**src/rtl/lscb_pkg.sv**
```systemverilog
package lscb_pkg;
  // Register indices on the plain register port
  localparam logic [3:0] LSCB_ADDR_CONTROL = 4'h0;
  localparam logic [3:0] LSCB_ADDR_CHECKSUM = 4'h1;
  localparam logic [3:0] LSCB_ADDR_BREAK_LIMIT = 4'h2;
  localparam logic [3:0] LSCB_ADDR_DATA = 4'h3;
  localparam logic [3:0] LSCB_ADDR_IRQ_STATUS = 4'h4;
  localparam logic [3:0] LSCB_ADDR_IRQ_MASK = 4'h5;
  localparam logic [3:0] LSCB_ADDR_STATE = 4'h6;
  // Control word field positions
  localparam int LSCB_B_MODE_TX = 0;
  localparam int LSCB_B_TXRDY_MASK = 1;
  localparam int LSCB_B_COMB_MASK = 6;
  localparam int LSCB_B_CLASSIC = 7;
  localparam int LSCB_B_SEND_CS = 8;
  localparam int LSCB_B_SYNC_TIMING = 9;
  localparam int LSCB_B_TEST_TX = 10;
  localparam int LSCB_B_ENABLE = 11;
  localparam int LSCB_B_BYPASS = 12;
  localparam logic [15:0] LSCB_CTRL_WMASK = 16'h1FFF;
  localparam logic [15:0] LSCB_CTRL_RESET = 16'h0000;
  // Interrupt status bit positions
  localparam int LSCB_I_COLLISION = 0;
  localparam int LSCB_I_TX_DONE = 1;
  localparam int LSCB_I_BREAK = 2;
  localparam int LSCB_I_RX_BYTE = 3;
  localparam int LSCB_I_TX_READY = 4;
  localparam int LSCB_NIRQ = 5;
  // Reset values and timing
  localparam logic [7:0] LSCB_CS_RESET = 8'hFF;
  localparam logic [18:0] LSCB_BREAK_LIMIT_RESET = 19'h0_157C;
  localparam int LSCB_CLK_MHZ = 25;
  localparam int LSCB_SYNC_LOW_CLKS = 750;
  typedef struct packed {
    logic [3:0] addr;
    logic [15:0] wdata;
    logic wr;
    logic rd;
  } lscb_bus_t;
endpackage

```
**src/rtl/lscb_uart.sv**
```systemverilog
`timescale 1ns/1ps
`default_nettype none
// Byte transmitter: start, eight data bits LSB first, stop
module lscb_uart #(
  parameter int BIT_CLKS = 1250
) (
  input wire logic mclk,
  input wire logic rstn,
  input wire logic clear,
  input wire logic start,
  input wire logic [7:0] data,
  output logic busy,
  output logic done,
  output logic txd
);
  initial begin
    if (BIT_CLKS < 2) $error("BIT_CLKS too small");
  end
  logic [15:0] cnt_reg;
  logic [3:0] bit_reg;
  logic [9:0] sh_reg;
  // Shift register paced by the bit counter
  always_ff @(posedge mclk or negedge rstn) begin
    if (!rstn) begin
      cnt_reg <= 16'h0000;
      bit_reg <= 4'h0;
      sh_reg <= 10'h3FF;
      busy <= 1'b0;
      done <= 1'b0;
    end else if (clear) begin
      busy <= 1'b0;
      done <= 1'b0;
      sh_reg <= 10'h3FF;
    end else begin
      done <= 1'b0;
      if (!busy && start) begin
        sh_reg <= {1'b1, data, 1'b0};
        busy <= 1'b1;
        bit_reg <= 4'h0;
        cnt_reg <= 16'h0000;
      end else if (busy) begin
        if (cnt_reg == 16'(BIT_CLKS - 1)) begin
          cnt_reg <= 16'h0000;
          sh_reg <= {1'b1, sh_reg[9:1]};
          if (bit_reg == 4'h9) begin
            busy <= 1'b0;
            done <= 1'b1;
          end else begin
            bit_reg <= bit_reg + 4'h1;
          end
        end else begin
          cnt_reg <= cnt_reg + 16'h0001;
        end
      end
    end
  end
  assign txd = sh_reg[0];
endmodule
`default_nettype wire

```
**src/rtl/lscb_core.sv**
```systemverilog
// The register addresses and the strobed register port are this design's own decisions.
`timescale 1ns/1ps
`default_nettype none
module lscb_core
  import lscb_pkg::*;
#(
  parameter int BIT_CLKS = 1250
) (
  input wire logic mclk,
  input wire logic rstn,
  input wire lscb_bus_t bus,
  output logic [15:0] rdata,
  input wire logic lin_rx,
  input wire logic collision_in,
  input wire logic sw_lin_drive,
  output logic lin_tx,
  output logic lin_tx_en,
  output logic irq
);
  localparam int SYNC_CLKS = LSCB_SYNC_LOW_CLKS * LSCB_CLK_MHZ / 25;
  initial begin
    if (BIT_CLKS < 2 || BIT_CLKS > 65535) $error("BIT_CLKS out of range");
  end

  typedef enum logic [4:0] {
    ST_IDLE = 5'b00001,
    ST_BREAK = 5'b00010,
    ST_SYNC = 5'b00100,
    ST_PID = 5'b01000,
    ST_DATA = 5'b10000
  } lscb_state_t;

  function automatic logic [7:0] lscb_add(input logic [7:0] a, input logic [7:0] b);
    logic [8:0] s;
    s = {1'b0, a} + {1'b0, b};
    return s[7:0] + {7'h00, s[8]};
  endfunction

  logic [15:0] ctrl_reg;
  logic [7:0] sum_reg;
  logic [18:0] brk_lim_reg;
  logic [7:0] data_reg;
  logic [LSCB_NIRQ-1:0] ist_reg;
  logic [LSCB_NIRQ-1:0] imask_reg;
  lscb_state_t state_reg;
  logic [18:0] low_cnt_reg;
  logic tx_finished_reg;
  logic rx_s1, rx_s2, rx_d;
  logic col_s1, col_s2, col_d;
  logic [15:0] rx_cnt_reg;
  logic [3:0] rx_bit_reg;
  logic [7:0] rx_sh_reg;
  logic rx_busy_reg;
  logic rx_byte_evt;
  logic cs_pending_reg;
  logic tx_start, tx_busy, tx_done, tx_txd;
  logic [7:0] tx_byte;
  logic enabled, bypass, wr_ctrl, wr_data, col_evt, break_evt, classic_flip;

  assign enabled = ctrl_reg[LSCB_B_ENABLE];
  assign bypass = ctrl_reg[LSCB_B_BYPASS];
  assign wr_ctrl = bus.wr && bus.addr == LSCB_ADDR_CONTROL;
  assign wr_data = bus.wr && bus.addr == LSCB_ADDR_DATA;
  assign classic_flip = wr_ctrl &&
    (bus.wdata[LSCB_B_CLASSIC] != ctrl_reg[LSCB_B_CLASSIC]);

  // Pin inputs cross in two flops; a third flop delays the second for edge detection
  always_ff @(posedge mclk or negedge rstn) begin
    if (!rstn) begin
      rx_s1 <= 1'b1;
      rx_s2 <= 1'b1;
      rx_d <= 1'b1;
      col_s1 <= 1'b0;
      col_s2 <= 1'b0;
      col_d <= 1'b0;
    end else begin
      rx_s1 <= lin_rx;
      rx_s2 <= rx_s1;
      rx_d <= rx_s2;
      col_s1 <= collision_in;
      col_s2 <= col_s1;
      col_d <= col_s2;
    end
  end
  assign col_evt = col_s2 && !col_d && enabled && !bypass;

  // Control word; hardware clears send-checksum after it goes out
  always_ff @(posedge mclk or negedge rstn) begin
    if (!rstn) begin
      ctrl_reg <= LSCB_CTRL_RESET;
    end else begin
      if (wr_ctrl) begin
        ctrl_reg <= bus.wdata & LSCB_CTRL_WMASK;
        if (bus.wdata[LSCB_B_SEND_CS]) begin
          ctrl_reg[LSCB_B_TXRDY_MASK] <= 1'b1;
        end
      end else if (cs_pending_reg && tx_done) begin
        ctrl_reg[LSCB_B_SEND_CS] <= 1'b0;
      end
      if (break_evt) begin
        ctrl_reg[LSCB_B_MODE_TX] <= 1'b0;
      end
    end
  end

  // Break limit and data buffer registers
  always_ff @(posedge mclk or negedge rstn) begin
    if (!rstn) begin
      brk_lim_reg <= LSCB_BREAK_LIMIT_RESET;
      data_reg <= 8'h00;
    end else begin
      if (bus.wr && bus.addr == LSCB_ADDR_BREAK_LIMIT) begin
        brk_lim_reg <= {3'b000, bus.wdata};
      end
      if (wr_data) begin
        data_reg <= bus.wdata[7:0];
      end else if (rx_byte_evt) begin
        data_reg <= rx_sh_reg;
      end
    end
  end

  // Frame tracker: break timing, then sync, identifier, data
  always_ff @(posedge mclk or negedge rstn) begin
    if (!rstn) begin
      state_reg <= ST_IDLE;
      low_cnt_reg <= 19'h0_0000;
    end else if (!enabled || bypass) begin
      state_reg <= ST_IDLE;
      low_cnt_reg <= 19'h0_0000;
    end else begin
      if (!rx_s2) begin
        if (low_cnt_reg != 19'h7_FFFF) begin
          low_cnt_reg <= low_cnt_reg + 19'h0_0001;
        end
      end else begin
        low_cnt_reg <= 19'h0_0000;
      end
      case (state_reg)
        ST_IDLE: begin
          if (!rx_s2 && rx_d) begin
            state_reg <= ST_BREAK;
          end
        end
        ST_BREAK: begin
          if (break_evt) begin
            state_reg <= ST_SYNC;
          end else if (rx_s2) begin
            state_reg <= ST_IDLE;
          end
        end
        ST_SYNC: begin
          // A long first sync bit is a second break still being timed
          if (ctrl_reg[LSCB_B_SYNC_TIMING] && !rx_s2 &&
              low_cnt_reg >= 19'(SYNC_CLKS)) begin
            state_reg <= ST_BREAK;
          end else if (rx_byte_evt) begin
            state_reg <= ST_PID;
          end
        end
        ST_PID: begin
          if (rx_byte_evt) begin
            state_reg <= ST_DATA;
          end
        end
        ST_DATA: begin
          if (break_evt) begin
            state_reg <= ST_SYNC;
          end
        end
        default: begin
          state_reg <= ST_IDLE;
        end
      endcase
    end
  end
  // Break ends on the rising edge, length between 11 bits and limit
  assign break_evt = enabled && !bypass && rx_s2 && !rx_d &&
    low_cnt_reg >= 19'(BIT_CLKS * 11) && low_cnt_reg <= brk_lim_reg;

  // Receiver samples mid bit; the rate is fixed, not recovered
  always_ff @(posedge mclk or negedge rstn) begin
    if (!rstn) begin
      rx_busy_reg <= 1'b0;
      rx_cnt_reg <= 16'h0000;
      rx_bit_reg <= 4'h0;
      rx_sh_reg <= 8'h00;
      rx_byte_evt <= 1'b0;
    end else begin
      rx_byte_evt <= 1'b0;
      if (!enabled || bypass || state_reg == ST_IDLE || state_reg == ST_BREAK) begin
        rx_busy_reg <= 1'b0;
      end else if (!rx_busy_reg) begin
        if (!rx_s2 && rx_d) begin
          rx_busy_reg <= 1'b1;
          rx_cnt_reg <= 16'(BIT_CLKS / 2);
          rx_bit_reg <= 4'h0;
        end
      end else if (rx_cnt_reg == 16'(BIT_CLKS - 1)) begin
        rx_cnt_reg <= 16'h0000;
        rx_bit_reg <= rx_bit_reg + 4'h1;
        if (rx_bit_reg != 4'h0 && rx_bit_reg != 4'h9) begin
          rx_sh_reg <= {rx_s2, rx_sh_reg[7:1]};
        end
        if (rx_bit_reg == 4'h9) begin
          rx_busy_reg <= 1'b0;
          rx_byte_evt <= 1'b1;
        end
      end else begin
        rx_cnt_reg <= rx_cnt_reg + 16'h0001;
      end
    end
  end

  // Transmit scheduler; test mode skips the header wait
  assign tx_start = !tx_busy && !cs_pending_reg && enabled && !bypass &&
    (ctrl_reg[LSCB_B_TEST_TX] || ctrl_reg[LSCB_B_MODE_TX]) &&
    (ctrl_reg[LSCB_B_SEND_CS] || wr_data);
  assign tx_byte = ctrl_reg[LSCB_B_SEND_CS] ? sum_reg : bus.wdata[7:0];
  always_ff @(posedge mclk or negedge rstn) begin
    if (!rstn) begin
      cs_pending_reg <= 1'b0;
      tx_finished_reg <= 1'b0;
    end else if (!enabled) begin
      cs_pending_reg <= 1'b0;
      tx_finished_reg <= 1'b0;
    end else begin
      if (tx_start && ctrl_reg[LSCB_B_SEND_CS]) begin
        cs_pending_reg <= 1'b1;
      end else if (tx_done) begin
        cs_pending_reg <= 1'b0;
      end
      if (cs_pending_reg && tx_done) begin
        tx_finished_reg <= 1'b1;
      end else if (break_evt) begin
        tx_finished_reg <= 1'b0;
      end
    end
  end

  lscb_uart #(
    .BIT_CLKS(BIT_CLKS)
  ) u_tx (
    .mclk(mclk),
    .rstn(rstn),
    .clear(!enabled || bypass),
    .start(tx_start),
    .data(tx_byte),
    .busy(tx_busy),
    .done(tx_done),
    .txd(tx_txd)
  );

  // Checksum accumulator keeps the inverted sum
  always_ff @(posedge mclk or negedge rstn) begin
    if (!rstn) begin
      sum_reg <= LSCB_CS_RESET;
    end else if (!enabled || break_evt || classic_flip) begin
      sum_reg <= LSCB_CS_RESET;
    end else if (bus.wr && bus.addr == LSCB_ADDR_CHECKSUM) begin
      sum_reg <= bus.wdata[7:0];
    end else if (rx_byte_evt && state_reg != ST_SYNC &&
                 !(state_reg == ST_PID && ctrl_reg[LSCB_B_CLASSIC])) begin
      sum_reg <= ~lscb_add(~sum_reg, rx_sh_reg);
    end else if (tx_start && !ctrl_reg[LSCB_B_SEND_CS]) begin
      sum_reg <= ~lscb_add(~sum_reg, bus.wdata[7:0]);
    end
  end

  // Sticky events; set wins over write-one-to-clear
  logic [LSCB_NIRQ-1:0] ev;
  always_comb begin
    ev = '0;
    // Mask only hides collisions once the transmit has finished
    ev[LSCB_I_COLLISION] = col_evt &&
      (!ctrl_reg[LSCB_B_COMB_MASK] || !tx_finished_reg);
    ev[LSCB_I_TX_DONE] = tx_done && cs_pending_reg && !ctrl_reg[LSCB_B_COMB_MASK];
    ev[LSCB_I_BREAK] = break_evt;
    ev[LSCB_I_RX_BYTE] = rx_byte_evt;
    ev[LSCB_I_TX_READY] = tx_done && !ctrl_reg[LSCB_B_TXRDY_MASK];
  end
  always_ff @(posedge mclk or negedge rstn) begin
    if (!rstn) begin
      ist_reg <= '0;
      imask_reg <= '0;
    end else begin
      if (bus.wr && bus.addr == LSCB_ADDR_IRQ_MASK) begin
        imask_reg <= bus.wdata[LSCB_NIRQ-1:0];
      end
      if (bus.wr && bus.addr == LSCB_ADDR_IRQ_STATUS) begin
        ist_reg <= (ist_reg & ~bus.wdata[LSCB_NIRQ-1:0]) | ev;
      end else begin
        ist_reg <= ist_reg | ev;
      end
    end
  end

  // Outputs and read data all registered
  always_ff @(posedge mclk or negedge rstn) begin
    if (!rstn) begin
      rdata <= 16'h0000;
      lin_tx <= 1'b1;
      lin_tx_en <= 1'b0;
      irq <= 1'b0;
    end else begin
      irq <= |(ist_reg & ~imask_reg);
      if (bypass) begin
        lin_tx <= sw_lin_drive;
        lin_tx_en <= 1'b1;
      end else begin
        lin_tx <= tx_txd;
        lin_tx_en <= tx_busy;
      end
      rdata <= 16'h0000;
      if (bus.rd) begin
        case (bus.addr)
          LSCB_ADDR_CONTROL: rdata <= ctrl_reg & LSCB_CTRL_WMASK;
          LSCB_ADDR_CHECKSUM: rdata <= {8'h00, sum_reg};
          LSCB_ADDR_BREAK_LIMIT: rdata <= brk_lim_reg[15:0];
          LSCB_ADDR_DATA: rdata <= {8'h00, data_reg};
          LSCB_ADDR_IRQ_STATUS: rdata <= 16'(ist_reg);
          LSCB_ADDR_IRQ_MASK: rdata <= 16'(imask_reg);
          LSCB_ADDR_STATE: rdata <= {10'h000, tx_finished_reg, state_reg};
          default: rdata <= 16'h0000;
        endcase
      end
    end
  end

  // Checks
  chk_cs_clear: assert property (@(posedge mclk) disable iff (!rstn)
    cs_pending_reg && tx_done && !wr_ctrl |=> !ctrl_reg[LSCB_B_SEND_CS])
    else $error("send checksum not cleared");
  chk_txrdy_mask: assert property (@(posedge mclk) disable iff (!rstn)
    wr_ctrl && bus.wdata[LSCB_B_SEND_CS] |=> ctrl_reg[LSCB_B_TXRDY_MASK])
    else $error("transmit ready mask not set");
  chk_reserved_zero: assert property (@(posedge mclk) disable iff (!rstn)
    ctrl_reg[15:13] == 3'b000) else $error("reserved bits set");
  chk_disable_reset: assert property (@(posedge mclk) disable iff (!rstn)
    !enabled |=> state_reg == ST_IDLE && sum_reg == LSCB_CS_RESET)
    else $error("disable did not reset");
  chk_type_flip: assert property (@(posedge mclk) disable iff (!rstn)
    classic_flip |=> sum_reg == LSCB_CS_RESET) else $error("checksum not reset");
  chk_col_unmasked: assert property (@(posedge mclk) disable iff (!rstn)
    col_evt && !ctrl_reg[LSCB_B_COMB_MASK] |=> ist_reg[LSCB_I_COLLISION])
    else $error("collision lost");
  chk_col_masked: assert property (@(posedge mclk) disable iff (!rstn)
    col_evt && ctrl_reg[LSCB_B_COMB_MASK] && tx_finished_reg |-> !ev[LSCB_I_COLLISION])
    else $error("masked collision flagged");
  chk_col_early: assert property (@(posedge mclk) disable iff (!rstn)
    col_evt && !tx_finished_reg |=> ist_reg[LSCB_I_COLLISION])
    else $error("early collision lost");
  chk_bypass_pin: assert property (@(posedge mclk) disable iff (!rstn)
    bypass |=> lin_tx_en && lin_tx == $past(sw_lin_drive))
    else $error("bypass not driving");
  chk_txdone_mask: assert property (@(posedge mclk) disable iff (!rstn)
    ctrl_reg[LSCB_B_COMB_MASK] |-> !ev[LSCB_I_TX_DONE])
    else $error("masked tx done");
  cov_break: cover property (@(posedge mclk) disable iff (!rstn) break_evt);
  cov_cs_sent: cover property (@(posedge mclk) disable iff (!rstn) cs_pending_reg && tx_done);
  cov_col_masked: cover property (@(posedge mclk) disable iff (!rstn)
    col_evt && tx_finished_reg && ctrl_reg[LSCB_B_COMB_MASK]);
endmodule
`default_nettype wire

```
**config.mk**
```make
export PLATFORM = sky130hd
export DESIGN_NAME = lscb_core
export DESIGN_NICKNAME = d
export VERILOG_FILES = /design/src/rtl/lscb_pkg.sv /design/src/rtl/lscb_uart.sv /design/src/rtl/lscb_core.sv
export SDC_FILE = /design/constraint.sdc
export NUM_CORES = 1
export LEC_CHECK = 0
export BUFFER_PORTS_ARGS = -buffer_cell sky130_fd_sc_hd__buf_2
export CORE_MARGIN = 4
export CORE_UTILIZATION = 40
export DETAILED_ROUTE_END_ITERATION = 10
export GPL_TIMING_DRIVEN = 0
export PLACE_DENSITY_LB_ADDON = 0.12
export SLEW_MARGIN = 40
export SYNTH_ARGS = -nofsm -noshare
export SYNTH_HDL_FRONTEND = slang
export SYNTH_SLANG_ARGS = --single-unit
export TNS_END_PERCENT = 20
```
**constraint.sdc**
```tcl
create_clock -name mclk -period 4.7 [get_ports mclk]
set_clock_uncertainty 0.1 [all_clocks]
set_input_delay 0.47 -clock mclk [delete_from_list [all_inputs] [get_ports mclk]]
set_output_delay 0.47 -clock mclk [all_outputs]
set_load 0.1 [all_outputs]
```
==> results.md <==
Timing:
- The share of the clock period used by the worst path is 0.827.
- Counting I/O delays and the setup requirement, the final critical path takes 3.89 ns.
- The highest attainable clock frequency is around 260 MHz.
- Setup repair after global routing left no endpoint under its margin.
- The final count of hold timing violations is 0.
- Setup total negative slack on the finished layout was measured at 0 ns.
- For the pin with the worst max-slew slack, the measured transition is 0.841 ns.
- The minimum setup slack in the final design is between 0.8 and 0.9 ns.
- The count of pins over their slew limit is 0.
- Setup violations remaining at the end of the flow were counted as 0.
- In this run the tightest slew margin relative to its limit is 0.436.

Critical path:
- STA classifies the critical path endpoint as a register.
- Walking the worst path, the cells encountered are inv_1, ha_1, fa_1, a211oi_1, o21bai_1, a21oi_1, nor2_1, o21ai_0, nand2b_1, ha_1, ha_1, nand2_1, nor3_1, xor2_1, nor2_1, a211oi_1, o211ai_1.
- The launch point of the critical path is sum_reg[0]$_DFFE_PN1P_.
- For flop-to-flop paths, the worst setup slack is 0.81 ns.
- The category of cells accounting for the largest share of critical-path delay is compound AO/OA/AOI/OAI gates.
- On the worst path, the slowest cell contributes a delay of 0.57 ns.
- The source of the worst register-to-register timing path is sum_reg[0]$_DFFE_PN1P_.
- The cell depth of the worst flop-to-flop path is 17.
- The maximum fanout count along the critical path is 3.
- The data required time of the critical path is roughly 4.9 ns.
- The critical register-to-register path endpoint is sum_reg[4]$_DFFE_PN1P_.
- The classification of the worst setup path is reg2reg.
- The slowest library cell on the worst path is dfstp_2.
- The category of the worst setup path launch point is a register.
- In this run the worst setup path terminates at sum_reg[4]$_DFFE_PN1P_.
- Counting buffers and inverters, the worst setup path is 17 cells deep.
- The arrival time of data at the critical path endpoint is 4.12 ns.
- The sum of buffers and inverters on the critical path is 1.
- The library cell appearing most often on the critical path is ha_1.

Routing:
- The via count normalized by instance count is 5.44.
- The first routing iteration left around 600 violations.
- Detailed routing inserted a total of roughly 7500 vias.
- The count of nets left with antenna violations after detail routing is 0.
- Summed over all layers, the routed wires come to between 20000 and 25000 um.
- For this run, design rule violations remaining after detail routing come to 0.
- The routed wirelength normalized by instance count is 18.1 um.
- The first TritonRoute pass finished after 5 iterations.

Synthesis:
- The netlist uses 79 different library cells.
- The portion of the post-synthesis area used by sequential elements is 0.439.
- For this run, the number of Yosys warnings is 0.
- The number of nets in the synthesized netlist is 1056.
- Summing every instance area after synthesis gives 0.00961 mm2.
- Yosys mapped a number of flops with a built-in enable equal to 0.
- The leading register cell type out of synthesis is dfrtp_1.
- The cell count after synthesis is a little under 1000.
- Of all flip-flops after synthesis, the portion carrying an async set or reset was 1.00.
- The flip-flop and latch count after synthesis is 167.
- In this run the mean area of a mapped cell was ~9.8 um2.

Worst hold path:
- Counting instances, the worst hold path has a depth of 1.
- The tightest min-delay check is of the in2reg type.

CTS:
- The number of buffers added by the clock tree synthesis step is 17.
- TritonCTS built the clock tree.
- The number of levels in the clock H-tree is 4.
- No sink is reached through more buffers than the 2 on the longest clock path.
- The clock transition at the registers of the reported paths is 0.07 ns.
- After clock tree synthesis, the repair step resized 0 gates.
- The number of buffers inserted for hold repair after clock tree synthesis is 1.
- The number of setup buffers added after CTS is 0.
- The CTS sink count is between 150 and 200.
- The root buffer cell is clkbuf_16.
- The later pin in the worst-skew pair is clocked with a latency of 0.43 ns.

Die:
- The die covers 0.0266 mm2.
- The width of the chip is between 150 and 200 um.
- The vertical extent of the die is 163 um.
- The core region is 0.0235 mm2.
- The standard-cell row count is 56.
- During I/O placement, the number of pins put on the boundary was 46.
- The effective utilization at floorplan is 0.408.

Final layout:
- The register with the most flip-flops in the layout has 19 of them.
- The library cell used most frequently in the layout, excluding fill and tap cells, is dfrtp_1.
- The layout cell share with drive strength beyond 1 is 0.173.
- The repair_antennas step left the layout with diodes totalling 0.
- The net count of the finished layout is 1121.
- Leaving out fill and tap cells, the most frequent cells in the layout are dfrtp_1 (137), nor2_1 (104), nand2_1 (93).
- After routing the design area is 0.0109 mm2.
- The area growth from synthesis to layout is 13.5%.

Placed design:
- The post-placement worst setup slack is ~0.85 ns.
- After legalization and detailed placement, the total HPWL measured around 18000 um.
- The quantity of I/O buffers inserted on ports is 43.
- The post-placement cell area is 0.0103 mm2.
- At the end of routability-driven placement, the weighted congestion stood at 0.827.

Global routing:
- The combined global-route utilization of all metal layers is 0.195.
- The total overflow left after global routing is 0.
- The number of antenna violations at the first check in global routing is 0.
- Entering global routing, the biggest net connects 73 pins.
- The first-pass GRT wire length is approximately 41000 um.
- The via count of the first global-routing pass is between 7000 and 8000.

Pwr:
- The combinational share of power is 0.172.
- Of the total power, the clock network draws 0.371.
- Power spread over the standard cell area amounts to around 350 mW/mm2.
- Cell internal power was estimated by the tool at 2.65 mW.
- The switching power is 1.16 mW.
- The share of total power dissipated in sequential elements is 0.457.
- The leakage power is 4.95 nW.
- The design draws 3.81 mW.
- The largest vdd supply drop is 0.254 mV.
- The fraction of power spent switching nets is 0.304.

Status:
- The run finished with clean final reports.

Run:
- The number of maximum-capacitance violations is 0.
==> power by group through the flow <==
stage	sequential [mW]	clock [mW]	combinational [mW]
2_1_floorplan	1.79	0	0.400
3_3_place_gp	1.77	0	0.644
3_5_place_dp	1.77	0	0.660
4_1_cts	1.74	1.45	0.663
5_1_grt	1.76	1.51	0.738
6_report	1.74	1.41	0.655
==> metrics by stage <==
step | std cells | util | hold slack (ns)
final | 1377 | 0.463 | 0.0400
after global routing | 1377 | 0.463 | 0.0208
after CTS | 1377 | 0.463 | 0.0230
after detailed placement | 1344 | 0.438 | 0.238
after global placement | 1342 | 0.434 | 0.233
after floorplan | 980 | - | 0.0744
==> synth_stat cells (10+ instances only) <==
library cell / count / share of area
mux2i_1: 27 / 0.028
and3_1: 15 / 0.0098
o211ai_1: 11 / 0.0086
o21ai_0: 52 / 0.027
mux2_2: 44 / 0.052
a211oi_1: 10 / 0.0078
inv_1: 51 / 0.020
nand2_1: 93 / 0.036
nand3_1: 28 / 0.015
xnor2_1: 17 / 0.015
nand2b_1: 10 / 0.0065
ha_1: 47 / 0.061
nand4_1: 20 / 0.013
dfstp_2: 30 / 0.082
xor2_1: 36 / 0.033
a21oi_1: 45 / 0.023
nor3_1: 23 / 0.012
nor2_1: 104 / 0.041
nor2b_1: 13 / 0.0085
clkbuf_1: 24 / 0.0094
o21ai_1: 10 / 0.0052
dfrtp_1: 137 / 0.36
==> kinds of logic (layout without fill, tap and decap cells) <==
kind of cell	count (synthesis)	in the layout	share of synthesized area
and+or+nand+nor	365	365	0.188
AOI/OAI and AO/OA	185	185	0.127
DFF	167	167	0.439
buffers and inverters	82	160	0.0333
muxes	78	78	0.0961
xor gates and xnor gates	54	54	0.0507
adders and majority gates	49	49	0.0654
==> layout make-up <==
type / count / area, um2
fill: 2315 / 12600
multi-input combinational: 731 / 5090
sequential: 167 / 4220
inverter: 52 / 195
timing repair buffer: 46 / 290
clock inverter: 14 / 150
clock buffer: 18 / 439
buffer: 30 / 125
tap: 319 / 399
==> worst min path at each step <==
| stage | from | slack, ns | endpoint |
|---|---|---|---|
| floorplan | rstn | 0.07 | brk_lim_reg[0]$_DFFE_PN0P_ |
| detailed placement | col_s1$_DFF_PN0_ | 0.24 | col_s2$_DFF_PN0_ |
| global placement | col_s1$_DFF_PN0_ | 0.23 | col_s2$_DFF_PN0_ |
| global route | collision_in | 0.02 | col_s1$_DFF_PN0_ |
| CTS | collision_in | 0.02 | col_s1$_DFF_PN0_ |
| finish | collision_in | 0.04 | col_s1$_DFF_PN0_ |
==> metal layers <==
| metal | vias to the layer above | part of all wire | global-route usage |
|---|---|---|---|
| met4 | 0 | 0.0078 | 0.0419 |
| met5 | - | 0 | 0 |
| met1 | 3688 | 0.50 | 0.282 |
| li1 | 3638 | - | - |
| met2 | 147 | 0.46 | 0.312 |
| met3 | 14 | 0.033 | 0.0299 |
Power figures use the tool's default switching activity.
